## config.mk

```make
export PLATFORM = sky130hd
export DESIGN_NAME = atsp_top
export DESIGN_NICKNAME = d
export VERILOG_FILES = /design/src/atsp_pkg.sv /design/src/atsp_fall_det.sv /design/src/atsp_top.sv
export SDC_FILE = /design/constraint.sdc
export NUM_CORES = 1
export LEC_CHECK = 0
export BUFFER_PORTS_ARGS = -buffer_cell sky130_fd_sc_hd__clkbuf_2
export CORE_ASPECT_RATIO = 0.75
export CORE_MARGIN = 2
export CORE_UTILIZATION = 30
export CTS_CLUSTER_SIZE = 14
export DETAILED_ROUTE_END_ITERATION = 16
export PLACE_DENSITY = 0.55
export SYNTH_ARGS = -nofsm -noshare
export SYNTH_HDL_FRONTEND = slang
export SYNTH_HIERARCHICAL = 1
export SYNTH_SLANG_ARGS = --single-unit
```

## constraint.sdc

```tcl
create_clock -name core_clk -period 5.9 [get_ports core_clk]
set_clock_uncertainty 0.15 [all_clocks]
set_input_delay 1.18 -clock core_clk [delete_from_list [all_inputs] [get_ports core_clk]]
set_output_delay 1.18 -clock core_clk [all_outputs]
set_load 0.01 [all_outputs]
```

## src/atsp_pkg.sv

```systemverilog
// Purpose: shared constants for the aux timer and serial port block
// Assumes: APB word addressing, register index times four is the byte address
// Notes: all reset values are zero
package atsp_pkg;

   // --------------------------------------------------------------
   // register indices and byte addresses
   // --------------------------------------------------------------
   localparam int ADDR_W = 10;
   localparam logic [7:0] IDX_POWER_CONTROL = 8'h87;
   localparam logic [7:0] IDX_SERIAL_CONTROL = 8'h98;
   localparam logic [7:0] IDX_SERIAL_BUFFER = 8'h99;
   localparam logic [7:0] IDX_IE = 8'hA8;
   localparam logic [7:0] IDX_IP = 8'hB8;
   localparam logic [7:0] IDX_AUX_TIMER_CONTROL = 8'hC8;
   localparam logic [7:0] IDX_AUX_RELOAD_LOW = 8'hCA;
   localparam logic [7:0] IDX_AUX_RELOAD_HIGH = 8'hCB;
   localparam logic [7:0] IDX_CNTL = 8'hCC;
   localparam logic [7:0] IDX_CNTH = 8'hCD;
   localparam logic [ADDR_W-1:0] A_POWER_CONTROL = {IDX_POWER_CONTROL, 2'b00};
   localparam logic [ADDR_W-1:0] A_SERIAL_CONTROL = {IDX_SERIAL_CONTROL, 2'b00};
   localparam logic [ADDR_W-1:0] A_SERIAL_BUFFER = {IDX_SERIAL_BUFFER, 2'b00};
   localparam logic [ADDR_W-1:0] A_IE = {IDX_IE, 2'b00};
   localparam logic [ADDR_W-1:0] A_IP = {IDX_IP, 2'b00};
   localparam logic [ADDR_W-1:0] A_AUX_TIMER_CONTROL = {IDX_AUX_TIMER_CONTROL, 2'b00};
   localparam logic [ADDR_W-1:0] A_AUX_RELOAD_LOW = {IDX_AUX_RELOAD_LOW, 2'b00};
   localparam logic [ADDR_W-1:0] A_AUX_RELOAD_HIGH = {IDX_AUX_RELOAD_HIGH, 2'b00};
   localparam logic [ADDR_W-1:0] A_CNTL = {IDX_CNTL, 2'b00};
   localparam logic [ADDR_W-1:0] A_CNTH = {IDX_CNTH, 2'b00};

   // --------------------------------------------------------------
   // reset values and write masks
   // --------------------------------------------------------------
   localparam logic [7:0] RST_REG = 8'h00;
   localparam logic [15:0] RST_CNT = 16'h0000;
   localparam logic [7:0] POWER_CONTROL_WMASK = 8'hD0;

   // --------------------------------------------------------------
   // field positions
   // --------------------------------------------------------------
   localparam int B_TF2 = 7;
   localparam int B_AUX_TRIGGER_FLAG = 6;
   localparam int B_RCLK = 5;
   localparam int B_TX_BAUD_SELECT = 4;
   localparam int B_AUX_TRIGGER_ENABLE = 3;
   localparam int B_TR2 = 2;
   localparam int B_CT2 = 1;
   localparam int B_CAPTURE_MODE_SELECT = 0;
   localparam int B_SM0 = 7;
   localparam int B_SM1 = 6;
   localparam int B_SM2 = 5;
   localparam int B_REN = 4;
   localparam int B_TB8 = 3;
   localparam int B_RB8 = 2;
   localparam int B_TI = 1;
   localparam int B_RI = 0;
   localparam int B_EA = 7;
   localparam int B_ET2 = 5;
   localparam int B_ES = 4;
   localparam int B_PT2 = 5;
   localparam int B_MODE2_RATE_DOUBLE = 7;

   // --------------------------------------------------------------
   // interrupt identity and serial timing counts
   // --------------------------------------------------------------
   localparam logic [7:0] AUX_IRQ_VECTOR = 8'h2B;
   localparam logic [2:0] AUX_IRQ_NAT_PRIO = 3'h6;
   localparam logic [3:0] OVS_MID = 4'h7;
   localparam logic [3:0] OVS_LAST = 4'hF;
   localparam logic [3:0] M0_LAST = 4'hB;
   localparam logic [3:0] M0_HALF = 4'h6;
   localparam logic [3:0] M0_BITS = 4'h8;
   localparam logic [3:0] M1_BITS = 4'hA;
   localparam logic [3:0] M9_BITS = 4'hB;
   localparam logic [3:0] M1_LAST = 4'h9;
   localparam logic [3:0] M9_LAST = 4'hA;

   // serial modes in uart_mode_hi/uart_mode_lo order
   typedef enum logic [1:0] {ATSP_SHIFT, ATSP_UART8, ATSP_UART9F, ATSP_UART9V} atsp_mode_t;

endpackage

```

## src/atsp_fall_det.sv

```systemverilog
// Purpose: synchronise a pin and flag its falling edges
// Assumes: one clock, synchronous reset, clock enable freezes state
// Notes: edge pulse is one enabled cycle long
module atsp_fall_det (
   // clock and control
   input wire logic core_clk,
   input wire logic sys_rst,
   input wire logic clk_en,
   // pin and event
   input wire logic pin,
   output logic fall
);
   // three-stage sample chain
   typedef struct packed {
      logic s1;
      logic s2;
      logic s3;
   } atsp_fd_t;

   atsp_fd_t f_q;
   atsp_fd_t f_d;

   // only s2 reads s1; edge compares s2 and s3
   always_comb begin
      f_d = f_q;
      f_d.s1 = pin;
      f_d.s2 = f_q.s1;
      f_d.s3 = f_q.s2;
   end

   always_ff @(posedge core_clk) begin
      if (sys_rst) begin
         f_q <= '0;
      end else if (clk_en) begin
         f_q <= f_d;
      end
   end

   // high then low in successive samples
   assign fall = f_q.s3 & ~f_q.s2;
endmodule

```

## src/atsp_top.sv

```systemverilog
// Purpose: 16-bit aux timer with capture/reload and a full duplex serial port
// Assumes: APB slave, zero wait access after setup, pins synchronous
// Notes: timer1 overflow arrives as a one-cycle input pulse
//
// Contract
// [RULE_01] auto-reload: overflow sets flag, reloads count
// [RULE_02] capture: overflow flag, trigger copies count
// [RULE_03] rx baud from aux or timer1 overflow
// [RULE_04] tx baud from aux or timer1 overflow
// [RULE_05] aux_run gates all counting
// [RULE_06] count clock internal or count pin falls
// [RULE_07] trigger edges ignored unless enabled
// [RULE_08] reload on overflow or trigger; baud: overflow only
// [RULE_09] trigger flag set by edge, software clears
// [RULE_10] no overflow flag in baud mode; sticky
// [RULE_11] flags request vector 0x2B, gated, priority bit
// [RULE_12] software writes set or clear flags
// [RULE_13] full duplex, double buffered receive
// [RULE_14] buffer reads receive, writes start transmit
// [RULE_15] filter drops ninth-bit-zero frames
// [RULE_16] mode pair selects four serial modes
// [RULE_17] mode 2 rate clock/64 or clock/32
// [RULE_18] modes 1,3 follow selected timer overflow
// [RULE_19] receive only while rx_enable set
// [RULE_20] ninth bit sent and stored; mode 1 stop
// [RULE_21] software writes zeros to power bits 2:0
// [RULE_22] mode 0 shift clock clock/12, LSB first
// [RULE_23] mode 1 frame is ten bits
// [RULE_24] modes 2,3 frame is eleven bits
// [RULE_25] done flags set by hardware, software clears
// [RULE_26] pins synchronised, falls from successive samples
// [RULE_27] synchronous reset clears all registers
module atsp_top
   import atsp_pkg::*;
(
   // clock, reset, enable
   input wire logic core_clk,
   input wire logic sys_rst,
   input wire logic clk_en,
   // apb slave
   input wire logic psel,
   input wire logic penable,
   input wire logic pwrite,
   input wire logic [ADDR_W-1:0] paddr,
   input wire logic [31:0] pwdata,
   output logic [31:0] prdata,
   output logic pready,
   output logic pslverr,
   // timer pins and timer1 overflow pulse
   input wire logic aux_count_pin,
   input wire logic aux_trigger_pin,
   input wire logic timer1_ovf,
   // serial pins
   input wire logic rxd_in,
   output logic rxd_out,
   output logic rxd_oe,
   output logic txd_out,
   // interrupt requests
   output logic aux_irq_req,
   output logic aux_irq_high,
   output logic [7:0] aux_irq_vector,
   output logic uart_irq_req
);

   // --------------------------------------------------------------
   // state
   // --------------------------------------------------------------
   typedef struct packed {
      logic [15:0] cnt;    // aux count high:low
      logic [15:0] rld;    // reload/capture high:low
      logic [7:0] aux_timer_control;   // aux timer control
      logic [7:0] power_control;    // power control
      logic [7:0] serial_control;    // serial control
      logic [7:0] ie;      // interrupt enable
      logic [7:0] ip;      // interrupt priority
      logic [7:0] rbuf;    // receive buffer
      logic [7:0] rdat;    // read data latch
      logic rv;            // setup seen, answer due
      logic t_busy;        // shift engine running
      logic t_rx;          // mode 0 receive in engine
      logic [10:0] t_sh;   // transmit frame shifter
      logic [3:0] t_bits;  // bits left to shift
      logic [3:0] t_sub;   // oversample phase
      logic [3:0] t_pre;   // mode 0 divide by 12
      logic r_on;          // async receive active
      logic [8:0] r_sh;    // receive shifter
      logic [3:0] r_bits;  // received bit index
      logic [3:0] r_sub;   // receive oversample phase
      logic [1:0] div;     // mode 2 prescaler
   } atsp_state_t;

   atsp_state_t s_q;
   atsp_state_t s_d;

   // decoded controls
   atsp_mode_t mode;
   logic cnt_fall;
   logic trig_fall;
   logic run;
   logic cap;
   logic baud;
   logic tick_t;
   logic ovf;
   logic trig;
   logic m2tick;
   logic ttick;
   logic rtick;
   logic wr;
   logic [7:0] wb;
   logic w_cnt;
   logic w_rld;
   logic w_aux_timer_control;
   logic w_serial_control;
   logic w_serial_buffer;
   logic rd_hit;
   logic [7:0] rd_data;
   logic [3:0] rlast;
   logic nin;
   logic [7:0] rfin;

   // --------------------------------------------------------------
   // pin synchronisers
   // --------------------------------------------------------------
   atsp_fall_det u_cnt_fd (
      .core_clk(core_clk),
      .sys_rst(sys_rst),
      .clk_en(clk_en),
      .pin(aux_count_pin),
      .fall(cnt_fall)
   );

   atsp_fall_det u_trg_fd (
      .core_clk(core_clk),
      .sys_rst(sys_rst),
      .clk_en(clk_en),
      .pin(aux_trigger_pin),
      .fall(trig_fall)
   );

   // --------------------------------------------------------------
   // functions
   // --------------------------------------------------------------
   // register read mux, bit 8 is the address hit
   function automatic logic [8:0] rd_word(input logic [ADDR_W-1:0] a,
                                          input atsp_state_t st);
      case (a)
         A_POWER_CONTROL: rd_word = {1'b1, st.power_control};
         A_SERIAL_CONTROL: rd_word = {1'b1, st.serial_control};
         A_SERIAL_BUFFER: rd_word = {1'b1, st.rbuf}; // RULE_14
         A_IE: rd_word = {1'b1, st.ie};
         A_IP: rd_word = {1'b1, st.ip};
         A_AUX_TIMER_CONTROL: rd_word = {1'b1, st.aux_timer_control};
         A_AUX_RELOAD_LOW: rd_word = {1'b1, st.rld[7:0]};
         A_AUX_RELOAD_HIGH: rd_word = {1'b1, st.rld[15:8]};
         A_CNTL: rd_word = {1'b1, st.cnt[7:0]};
         A_CNTH: rd_word = {1'b1, st.cnt[15:8]};
         default: rd_word = 9'h000;
      endcase
   endfunction

   // 16x oversample tick for one direction
   function automatic logic baud16(input atsp_mode_t md, input logic sel,
                                   input logic m2, input logic aux, input logic t1);
      if (md == ATSP_UART9F) begin
         baud16 = m2;
      end else begin
         baud16 = sel ? aux : t1;
      end
   endfunction

   // --------------------------------------------------------------
   // decode
   // --------------------------------------------------------------
   assign mode = atsp_mode_t'({s_q.serial_control[B_SM0], s_q.serial_control[B_SM1]}); // RULE_16
   assign run = s_q.aux_timer_control[B_TR2];
   assign cap = s_q.aux_timer_control[B_CAPTURE_MODE_SELECT];
   assign baud = s_q.aux_timer_control[B_RCLK] | s_q.aux_timer_control[B_TX_BAUD_SELECT];
   assign tick_t = run & (s_q.aux_timer_control[B_CT2] ? cnt_fall : 1'b1); // RULE_05 RULE_06
   assign ovf = tick_t & (s_q.cnt == 16'hFFFF);
   assign trig = s_q.aux_timer_control[B_AUX_TRIGGER_ENABLE] & trig_fall; // RULE_07 RULE_26
   assign m2tick = s_q.power_control[B_MODE2_RATE_DOUBLE] ? s_q.div[0] : (&s_q.div); // RULE_17
   assign ttick = baud16(mode, s_q.aux_timer_control[B_TX_BAUD_SELECT], m2tick, ovf, timer1_ovf); // RULE_04 RULE_18
   assign rtick = baud16(mode, s_q.aux_timer_control[B_RCLK], m2tick, ovf, timer1_ovf); // RULE_03
   assign wr = psel & penable & pwrite & s_q.rv;
   assign wb = pwdata[7:0];
   assign w_cnt = wr & ((paddr == A_CNTL) | (paddr == A_CNTH));
   assign w_rld = wr & ((paddr == A_AUX_RELOAD_LOW) | (paddr == A_AUX_RELOAD_HIGH));
   assign w_aux_timer_control = wr & (paddr == A_AUX_TIMER_CONTROL);
   assign w_serial_control = wr & (paddr == A_SERIAL_CONTROL);
   assign w_serial_buffer = wr & (paddr == A_SERIAL_BUFFER);
   assign {rd_hit, rd_data} = rd_word(paddr, s_q);
   assign rlast = (mode == ATSP_UART8) ? M1_LAST : M9_LAST;
   assign nin = (mode == ATSP_UART8) ? rxd_in : s_q.r_sh[8]; // RULE_20
   assign rfin = (mode == ATSP_UART8) ? s_q.r_sh[8:1] : s_q.r_sh[7:0];

   // --------------------------------------------------------------
   // next state
   // --------------------------------------------------------------
   always_comb begin
      s_d = s_q;
      // apb: latch read data at setup, answer in access
      s_d.rv = psel & ~(penable & s_q.rv);
      if (psel & ~penable) begin
         s_d.rdat = rd_data;
      end
      s_d.div = s_q.div + 2'h1;

      // counter: overflow reloads or rolls, else count up
      if (ovf) begin
         s_d.cnt = (cap & ~baud) ? RST_CNT : s_q.rld; // RULE_01 RULE_08
      end else if (tick_t) begin
         s_d.cnt = s_q.cnt + 16'h0001;
      end
      // trigger: capture or reload, none in baud mode
      if (trig & ~baud) begin
         if (cap) begin
            s_d.rld = s_q.cnt; // RULE_02
         end else begin
            s_d.cnt = s_q.rld; // RULE_08
         end
      end

      // software writes
      if (wr) begin
         unique case (paddr)
            A_POWER_CONTROL: s_d.power_control = wb & POWER_CONTROL_WMASK;
            A_SERIAL_CONTROL: s_d.serial_control = wb; // RULE_12
            A_IE: s_d.ie = wb;
            A_IP: s_d.ip = wb;
            A_AUX_TIMER_CONTROL: s_d.aux_timer_control = wb; // RULE_12
            A_AUX_RELOAD_LOW: s_d.rld[7:0] = wb;
            A_AUX_RELOAD_HIGH: s_d.rld[15:8] = wb;
            A_CNTL: s_d.cnt[7:0] = wb;
            A_CNTH: s_d.cnt[15:8] = wb;
            default: s_d.rv = 1'b0;
         endcase
      end

      // hardware flag sets come last so they beat a clear
      if (ovf & ~baud) begin
         s_d.aux_timer_control[B_TF2] = 1'b1; // RULE_10
      end
      if (trig) begin
         s_d.aux_timer_control[B_AUX_TRIGGER_FLAG] = 1'b1; // RULE_09
      end

      // transmit engine, also mode 0 receive
      if (~s_q.t_busy) begin
         s_d.t_sub = 4'h0;
         s_d.t_pre = 4'h0;
         if (w_serial_buffer) begin
            s_d.t_busy = 1'b1; // RULE_14
            s_d.t_rx = 1'b0;
            unique case (mode)
               ATSP_SHIFT: begin
                  s_d.t_sh = {3'b111, wb};
                  s_d.t_bits = M0_BITS;
               end
               ATSP_UART8: begin
                  s_d.t_sh = {2'b11, wb, 1'b0}; // RULE_23
                  s_d.t_bits = M1_BITS;
               end
               ATSP_UART9F, ATSP_UART9V: begin
                  s_d.t_sh = {1'b1, s_q.serial_control[B_TB8], wb, 1'b0}; // RULE_24 RULE_20
                  s_d.t_bits = M9_BITS;
               end
            endcase
         end else if (mode == ATSP_SHIFT && s_q.serial_control[B_REN] && !s_q.serial_control[B_RI]) begin
            s_d.t_busy = 1'b1; // RULE_19
            s_d.t_rx = 1'b1;
            s_d.t_sh = '1;
            s_d.t_bits = M0_BITS;
         end
      end else if (mode == ATSP_SHIFT) begin
         // twelve cycles per bit, sample and shift at the end
         s_d.t_pre = (s_q.t_pre == M0_LAST) ? 4'h0 : s_q.t_pre + 4'h1; // RULE_22
         if (s_q.t_pre == M0_LAST) begin
            s_d.t_sh = {s_q.t_sh[10:8], rxd_in, s_q.t_sh[7:1]};
            s_d.t_bits = s_q.t_bits - 4'h1;
            if (s_q.t_bits == 4'h1) begin
               s_d.t_busy = 1'b0;
               if (s_q.t_rx) begin
                  s_d.rbuf = {rxd_in, s_q.t_sh[7:1]};
                  s_d.serial_control[B_RI] = 1'b1; // RULE_25
               end else begin
                  s_d.serial_control[B_TI] = 1'b1; // RULE_25
               end
            end
         end
      end else if (ttick) begin
         // sixteen ticks per bit
         s_d.t_sub = s_q.t_sub + 4'h1;
         if (s_q.t_sub == OVS_LAST) begin
            s_d.t_sh = {1'b1, s_q.t_sh[10:1]};
            s_d.t_bits = s_q.t_bits - 4'h1;
            if (s_q.t_bits == 4'h1) begin
               s_d.t_busy = 1'b0;
               s_d.serial_control[B_TI] = 1'b1; // RULE_25
            end
         end
      end

      // async receive engine, runs beside transmit
      if (!s_q.serial_control[B_REN] || mode == ATSP_SHIFT) begin
         s_d.r_on = 1'b0; // RULE_19
      end else if (rtick) begin
         if (!s_q.r_on) begin
            if (!rxd_in) begin
               s_d.r_on = 1'b1;
               s_d.r_sub = 4'h0;
               s_d.r_bits = 4'h0;
            end
         end else begin
            s_d.r_sub = s_q.r_sub + 4'h1;
            if (s_q.r_sub == OVS_MID) begin
               s_d.r_bits = s_q.r_bits + 4'h1;
               if (s_q.r_bits == 4'h0) begin
                  // false start: line back high mid bit
                  s_d.r_on = ~rxd_in;
               end else if (s_q.r_bits == rlast) begin
                  s_d.r_on = 1'b0;
                  // shifter frees at once, buffer keeps last byte
                  if (!s_q.serial_control[B_RI] && (!s_q.serial_control[B_SM2] || nin)) begin
                     s_d.rbuf = rfin; // RULE_13 RULE_15
                     s_d.serial_control[B_RB8] = nin; // RULE_20
                     s_d.serial_control[B_RI] = 1'b1; // RULE_25
                  end
               end else begin
                  s_d.r_sh = {rxd_in, s_q.r_sh[8:1]};
               end
            end
         end
      end
   end

   // --------------------------------------------------------------
   // registers
   // --------------------------------------------------------------
   always_ff @(posedge core_clk) begin
      if (sys_rst) begin
         s_q <= '0; // RULE_27
      end else if (clk_en) begin
         s_q <= s_d;
      end
   end

   // --------------------------------------------------------------
   // outputs
   // --------------------------------------------------------------
   assign prdata = {24'h000000, s_q.rdat};
   assign pready = s_q.rv & clk_en;
   assign pslverr = psel & penable & s_q.rv & ~rd_hit;
   // mode 0: clock low for six cycles then high
   assign txd_out = !s_q.t_busy ? 1'b1 :
                    (mode == ATSP_SHIFT) ? (s_q.t_pre >= M0_HALF) : s_q.t_sh[0]; // RULE_22
   assign rxd_out = s_q.t_sh[0];
   assign rxd_oe = s_q.t_busy & ~s_q.t_rx & (mode == ATSP_SHIFT);
   // flag requests gated by enables
   assign aux_irq_req = s_q.ie[B_EA] & s_q.ie[B_ET2] &
                        (s_q.aux_timer_control[B_TF2] | s_q.aux_timer_control[B_AUX_TRIGGER_FLAG]); // RULE_11
   assign aux_irq_high = s_q.ip[B_PT2];
   assign aux_irq_vector = AUX_IRQ_VECTOR;
   assign uart_irq_req = s_q.ie[B_EA] & s_q.ie[B_ES] & (s_q.serial_control[B_TI] | s_q.serial_control[B_RI]);
endmodule

```

# == Word-level counts from Yosys, hierarchy flattened ==
# Cells that the tools add are included.
# totals
output_inout_bits,48
register_bits,135
wordCells,240
inputBits,52
# op_classes
order_cmp,1
bitwise,39
eq_ne,28
n_addsub,7
muxes,97
n_reduce_logical,37
# op_table
operator,count
2-to-1 mux 8 bit,24
== test 10 bit (second input constant),10
case mux 9 bit (10 select lines),1
2-to-1 mux 16 bit,5
2-to-1 mux 72 bit,1
2-to-1 mux 1 bit,45
case mux 15 bit (3 select lines),1
2-to-1 mux 17 bit,2
2-to-1 mux 32 bit,1
2-to-1 mux 15 bit,2
2-to-1 mux 9 bit,3
AND reduction 3 bit,9
AND 1 bit,24
2-to-1 mux 23 bit,1
2-to-1 mux 19 bit,1
2-to-1 mux 18 bit,1
adder 16 x 1 -> 16 bit (second input constant),1
adder 4 x 1 -> 4 bit (second input constant),4
== test 16 bit (second input constant),1
AND reduction 5 bit,3
2-to-1 mux 14 bit,1
2-to-1 mux 12 bit,1
2-to-1 mux 4 bit,3
NOT 1 bit,12
27 further kinds,52

# == Logic depth before layout (Yosys ltp) ==
# Gate-level depths: netlist of run 1.
# depth
depth_word,22
ltp_mapped,10

# == Cells and area by module ==
# The synthesis of run 1 kept the hierarchy.
# modules_own_cells
mod,cells_each,area_per_inst_um2,instances,seq_area_each_um2
atsp_top,1033,8192.9,1,2582.5
atsp_fall_det,10,107.6,2,60.1

# == Worst setup path after synthesis of run 1 ==
# No wires, ideal clock.
# synth_path
kind,in2out
startpoint,input clk_en
endpoint,output pready
required_time_ns,4.570
path_slack_ns,2.223
arrival_time_ns,2.347
stages,5
cell_sequence,buf_2 -> clkbuf_1 -> clkbuf_1 -> clkbuf_1 -> and2_1
# synth_via
elab_chain_cells,1
# synth_rtl
item,line,text
"start, declared",atsp_top.sv:39,"input wire logic clk_en,"
AND 1 bit,atsp_top.sv:351,assign pready = s_q.rv & clk_en;
"end, declared",atsp_top.sv:47,"output logic pready,"
# Every way passes these cells.

# == Worst setup path in the final report of run 1 ==
# layout_path
startpoint,input paddr[6]
endpoint,output pslverr
# layout_via
elab_chain_cells,4
elab_cells_between_ends,13
# layout_rtl
item,line,text
"start, declared",atsp_top.sv:44,"input wire logic [ADDR_W-1:0] paddr,"
== test 10 bit,atsp_top.sv:146,case (a)
case mux 9 bit (10 select lines) *,atsp_top.sv:146,
NOT 1 bit *,atsp_top.sv:352,assign pslverr = psel & penable & s_q.rv & ~rd_hit;
AND 1 bit *,atsp_top.sv:352,
"end, declared",atsp_top.sv:48,"output logic pslverr,"
# Every way passes the cells marked *; elsewhere a longest branch is shown, timed or not.

==> out/results.txt, run 1 <==
RSZ-0062 raised after global routing: no
Global-route wire length before repair: 43,400 µm
Critical Path Fanout Max: 21
Synthesized area: 0.00841 mm²
CP startpoint kind: input pin
CTS H-tree depth: 4
Final WL: 28,000 µm
Tcrit/Tclk final: 0.748
Clk buf depth: 2
CTS root buffer: clkbuf_16
Top post-synthesis cells by area: dfxtp_1 (32%), mux2i_1 (7.4%), nand2_1 (4.6%)
Min-delay worst type: reg2reg
Setup violators final: 0
Num ports: 100
Fmax: 227 MHz
Area Growth Syn to Fin: 9.64%
Cell family with most CP delay: simple AND/OR/NAND/NOR gates
Die area: 0.0294 mm²
Clk Latency, worst-skew pair: 440 ps
Largest net degree at the start of global routing: 73
CP max-delay cell: and4bb_2
Synth cell types: 93
Vias in the first global route: 7,248
Max-cap viol count: 0
Worst path arrival time: 3080 ps
Layout cells sized above 1: 0.116
Synth Instances: 1,053
Most numerous cell in the Yosys netlist: dfxtp_1
Final HPWL DP: 20,000 µm
Buf+Inv Stages, Crit Path: 2
Cell taking the most area after synthesis: dfxtp_1
Crit path depth: 7
Pwr Density: 240 mW/mm²
Post-CTS sizing: 0
Cells on worst reg2reg path: 7
Worst hold margin: 305 ps
Clock sink total: 135
Antenna cell count: 0
Internal power: 1.66 mW
Register area share after synthesis: 0.321
Final min period: 4410 ps
Critical Path Most Common Cell: clkbuf_2
Status: completed
Vias: 7,939
Post-synth EDFFs: 0
Synth warn: 6
Cts bufs inserted: 17
Logic gate share of total power: 0.061
Fin. Hold Viols: 0
Worst-Margin Slew: 1340 ps
Max-slew headroom: 0.0984
Synth cell count leaders: dfxtp_1 (135), nand2_1 (104), nor2_1 (97)
Flop pwr share: 0.419
Gr ovfl total: 0
Top cell type's share of synthesized area: 0.321
CP max stage delay: 500 ps
Quantity of I/O buffers inserted on ports: 43
Pre-antenna DRT Iters: 6
Vias per cell: 5.67
Initial antenna violation count: 0
Max rail drop VDD: 0.183 mV
Sw Pwr: 0.550 mW
Avg Cell Area, Syn: 7.98 µm²
Antenna Nets Post-Route: 0
Routed WL per cell: 20.0 µm
Clock transition at the registers of the reported paths: 60 ps
Post-CTS setup buffer count: 0
Core Box Area: 0.0278 mm²
Register bit count reported by yosys: 135
CP required: 4570 ps
Critical-path cell list: clkbuf_2, and4bb_2, nand2_1, a22oi_1, nor2_1, o2111a_1, clkbuf_2
Rows: 53
GR Util All Layers: 0.193
DRC: 0
Setup crit end kind: output port
Leakage: 3.22 nW
CTS tree: yes
Die H: 149 µm
DRT iter0 DRCs: 880
Fin. max-slew vios: 0
CP Class: in2out
Starting Density: 0.303
Hold_buf cts: 0
Final TNS setup: 0 ps
Sw frac: 0.249
Share of total power in the clock network: 0.520
Die X: 197 µm
Post-synth top flop: dfxtp_1
Hold Path Cell Cnt: 2
RePlAce Congestion: 0.929
Final nets: 1,092
Async set-reset flop share out of synthesis: 0
## cell usage in the layout (no fill, tap or decap), types with 5 or more instances in the layout
cell type	n
mux2_2	11
ha_1	10
and4_1	5
o22ai_1	14
conb_1	32
a2bb2oi_1	13
nor3_1	22
clkbuf_2	42
and3_1	13
nand2_1	104
a31oi_1	20
o21ai_0	43
mux2i_1	62
clkbuf_16	17
and2_1	10
buf_4	9
nor4_1	6
dfxtp_1	135
a311oi_1	10
o221ai_1	6
o211ai_1	5
nor2b_1	11
a21oi_1	65
nor2_1	97
o31ai_1	10
nand4_1	16
inv_1	23
a211oi_1	26
xnor2_1	6
a22oi_1	22
nor3b_1	5
nand3_1	50
## path summary, 6_finish.rpt
kind	start	to	slack, ps
max reg2reg	s_q[118]	s_q[122]	2480
min reg2reg	s_q[63]	s_q[63]	300
max	paddr[6]	pslverr	1490
min	s_q[63]	s_q[63]	300
## worst reg2reg max path, delay by kind of cell (launching register included)
kind	cells	cell delay [ps]
flops	1	490
simple gates	4	930
fa+ha+maj	1	220
compound gates	2	1560
## final cells by class
| type | instances | area [µm²] |
|---|---|---|
| multi-input cells | 801 | 5080 |
| flip-flops and latches | 135 | 2700 |
| repair buffers | 51 | 278 |
| fillers | 2939 | 18600 |
| well taps | 357 | 447 |
| inverters | 24 | 90.1 |
| clock inverters | 10 | 144 |
| clock buffers | 21 | 480 |
## metrics by stage
stage	worst slack (ps)	util	power [mW]	std cells	area [µm²]
final	1490	0.332	2.21	1399	9220
after global routing	1320	0.332	2.27	1399	9220
after CTS	1500	0.332	2.22	1399	9220
after detailed placement	1500	0.309	1.08	1368	8590
after global placement	1500	0.309	1.08	1368	8590
after floorplan	2220	-	1.04	1083	8520
## state kept, by name, summed over array words and instances (netlist names)
| register | cells |
|---|---|
| cap | 1 |
| aux_irq_high | 1 |
| u_cnt_fd/f_d | 2 |
| run | 1 |
| prdata | 8 |
| u_trg_fd/f_d | 2 |
| u_trg_fd/f_q | 1 |
| rxd_out | 1 |
| mode | 2 |
| u_cnt_fd/f_q | 1 |
| s_q | 115 |
## power by group through the flow
| stage | clock (mW) | combinational (mW) | sequential [mW] |
|---|---|---|---|
| final | 1.15 | 0.134 | 0.926 |
| after global routing | 1.20 | 0.144 | 0.927 |
| after global placement | 0 | 0.130 | 0.946 |
| after floorplan | 0 | 0.101 | 0.942 |
| after detailed placement | 0 | 0.131 | 0.946 |
| after CTS | 1.17 | 0.131 | 0.926 |
## per-layer routing
metal | GRT usage | wire length [µm] | vias to the layer above
li1 | - | - | 3764
met1 | 0.286 | 13600 | 3756
met2 | 0.261 | 11100 | 376
met3 | 0.0572 | 2770 | 43
met4 | 0.0632 | 578 | 0
met5 | 0 | 0 | -
## logic make-up after synthesis
family / Yosys count / synth area share
mux: 73 / 0.0885
simple gates: 393 / 0.243
flops: 135 / 0.321
other cells: 2 / 0.000893
buf+inv: 147 / 0.0881
compound gates: 285 / 0.235
xor+xnor: 8 / 0.00833
fa+ha+maj: 10 / 0.0149
Note: power is estimated with default switching activity, not from simulation.
==> run 2: changes to the inputs <==
Clock period 5.9 ns to 4.2 ns, I/O delays scaled along.
==> run 2 against run 1 <==
First-iteration DRC count rose by 4.4%. Sequential power rose by 40%. Power rose by 38%. Highest routed layer unchanged.
==> out/results.txt, run 2 (synthesis results as in run 1) <==
Max-cap viol count: 0 (unchanged)
Min-delay worst type: reg2reg
RePlAce Congestion: 0.964 (+3.8%)
Util after Layout: 0.334 (+0.00257)
Hold_buf cts: 0 (unchanged)
Clk Latency, worst-skew pair: 440 ps (about the same)
Critical-path cell list: clkbuf_2, and4bb_2, nand3_1, a21oi_1, nor2_1, o2111a_1, clkbuf_2
Clk buf depth: 2 (unchanged)
Core Box Area: 0.0278 mm² (unchanged)
CP Class: in2out
Fin. max-slew vios: 0 (unchanged)
Pwr Density: 329 mW/mm² (+37%)
Die H: 149 µm (unchanged)
R2R Setup Slk: 1120 ps (-1360 ps)
DP Cell Count: 1,379 (+0.80%)
Non-Filler Cell Area, Final: 0.00929 mm² (+0.77%)
Final HPWL DP: 19,900 µm (-0.43%)
Final min period: 3370 ps
Global-route wire length before repair: 43,800 µm (+0.99%)
Initial antenna violation count: 0 (unchanged)
Fmax: 297 MHz
Post-DP Area: 0.00869 mm² (+1.1%)
CP required: 3210 ps (-1360 ps)
Largest register FFs: 115 (unchanged)
Post-CTS setup buffer count: 0 (unchanged)
Status: completed
CP max stage delay: 400 ps (-100 ps)
Tcrit/Tclk final: 0.801
Antenna cell count: 0 (unchanged)
Hold Startpoint: s_q[42]
Largest reg by FF count: s_q
CTS tree: yes
Hold Path Cell Cnt: 2 (unchanged)
Max rail drop VDD: 0.283 mV (+54%)
Max-slew headroom: 0.296 (+0.197)
RSZ-0062 raised after global routing: no
Rows: 53 (unchanged)
Layout cells sized above 1: 0.125 (+0.00923)
Vias: 8,110 (+2.2%)
Starting Density: 0.303 (unchanged)
Cts bufs inserted: 17 (unchanged)
DRT iter0 DRCs: 919 (+4.4%)
Fin. Hold Viols: 0 (unchanged)
GR Util All Layers: 0.194 (+0.00169)
CP max-delay cell: and4bb_2
Antenna Nets Post-Route: 0 (unchanged)
Worst hold margin: 301 ps (-3.90 ps)
Largest net degree at the start of global routing: 74 (+1.4%)
Die X: 197 µm (unchanged)
Die area: 0.0294 mm² (unchanged)
Most frequent cells in the layout: dfxtp_1 (135), nand2_1 (104), nor2_1 (97)
Finished Layout Cells: 1,410 (+0.79%)
CTS root buffer: clkbuf_16
CTS H-tree depth: 4 (unchanged)
Worst-Margin Slew: 1050 ps (-296 ps)
Setup violators final: 0 (unchanged)
Vias per cell: 5.75 (+1.4%)
Clock sink total: 135 (unchanged)
CP startpoint kind: input pin
Cells on worst reg2reg path: 7 (unchanged)
Routed WL per cell: 20.1 µm (+0.50%)
Post-CTS sizing: 0 (unchanged)
Critical Path Most Common Cell: clkbuf_2
Hold EP: s_q[42]
Reg-to-reg startpoint: s_q[118]
Vias in the first global route: 7,228 (-0.28%)
Reg-to-Reg End: s_q[80]
Clock transition at the registers of the reported paths: 60 ps (about the same)
Gr ovfl total: 0 (unchanged)
Pre-antenna DRT Iters: 5 (-1)
Area Growth Syn to Fin: 10.5%
Critical Path Fanout Max: 7 (-67%)
Leakage: 3.27 nW (+1.5%)
Commonest non-fill, non-tap cell in the layout: dfxtp_1
Worst path arrival time: 2380 ps (-700 ps)
Final TNS setup: 0 ps (unchanged)
Setup crit end kind: output port
Num ports: 100 (unchanged)
Final nets: 1,103 (+1.0%)
DRC: 0 (unchanged)
Quantity of I/O buffers inserted on ports: 43 (unchanged)
Final WL: 28,400 µm (+1.3%)
[run 2: changes by cell type in the layout (fill, tap and decap cells not counted), sizes merged]
cell / delta
buf: +11
clkbuf: -4
clkinv: +2
inv: +2
[run 2: where the power goes]
part | total [mW] | switching (mW) | internal [mW] | leakage (nW)
combinational | 0.193 | 0.143 | 0.0492 | 1.89
clock | 1.56 | 0.626 | 0.935 | 0.286
sequential | 1.30 | 0.0128 | 1.29 | 1.09
[run 2: per-layer routing]
metal  up-vias  part of all wire  GRT usage
li1       3787                 -          -
met2       353              0.40      0.260
met3        36             0.095     0.0583
met1      3934              0.49      0.296
met4         0             0.013     0.0489
met5         -                 0          0
[run 2: worst max path at each step]
stage	start	endpoint	slack, ps	cells after the start
4_1_cts	paddr[7]	pslverr	860	7
2_1_floorplan	clk_en	pready	1200	5
6_report	paddr[7]	pslverr	830	7
3_3_place_gp	paddr[7]	pslverr	850	7
3_5_place_dp	paddr[2]	aux_irq_high	810	8
5_1_grt	paddr[7]	pslverr	690	7
[run 2: cell type report]
type                       instances  area, µm²
multi-input combinational        801       5080
clock buffer                      17        425
inverter                          24       90.1
sequential                       135       2700
timing repair buffer              62        373
fill                            2886      18500
clock inverter                    14        175
tap                              357        447
[run 2: through the flow]
step | worst slack (ps) | power, mW
floorplan | 1200 | 1.47
global placement | 850 | 1.51
detailed placement | 807 | 1.52
CTS | 860 | 3.07
global route | 694 | 3.15
finish | 834 | 3.05
[run 2: critical path: cells and delay by family]
kind	cells	cell delay (ps)
simple gates	3	750
compound gates	2	500
buf+inv	2	280
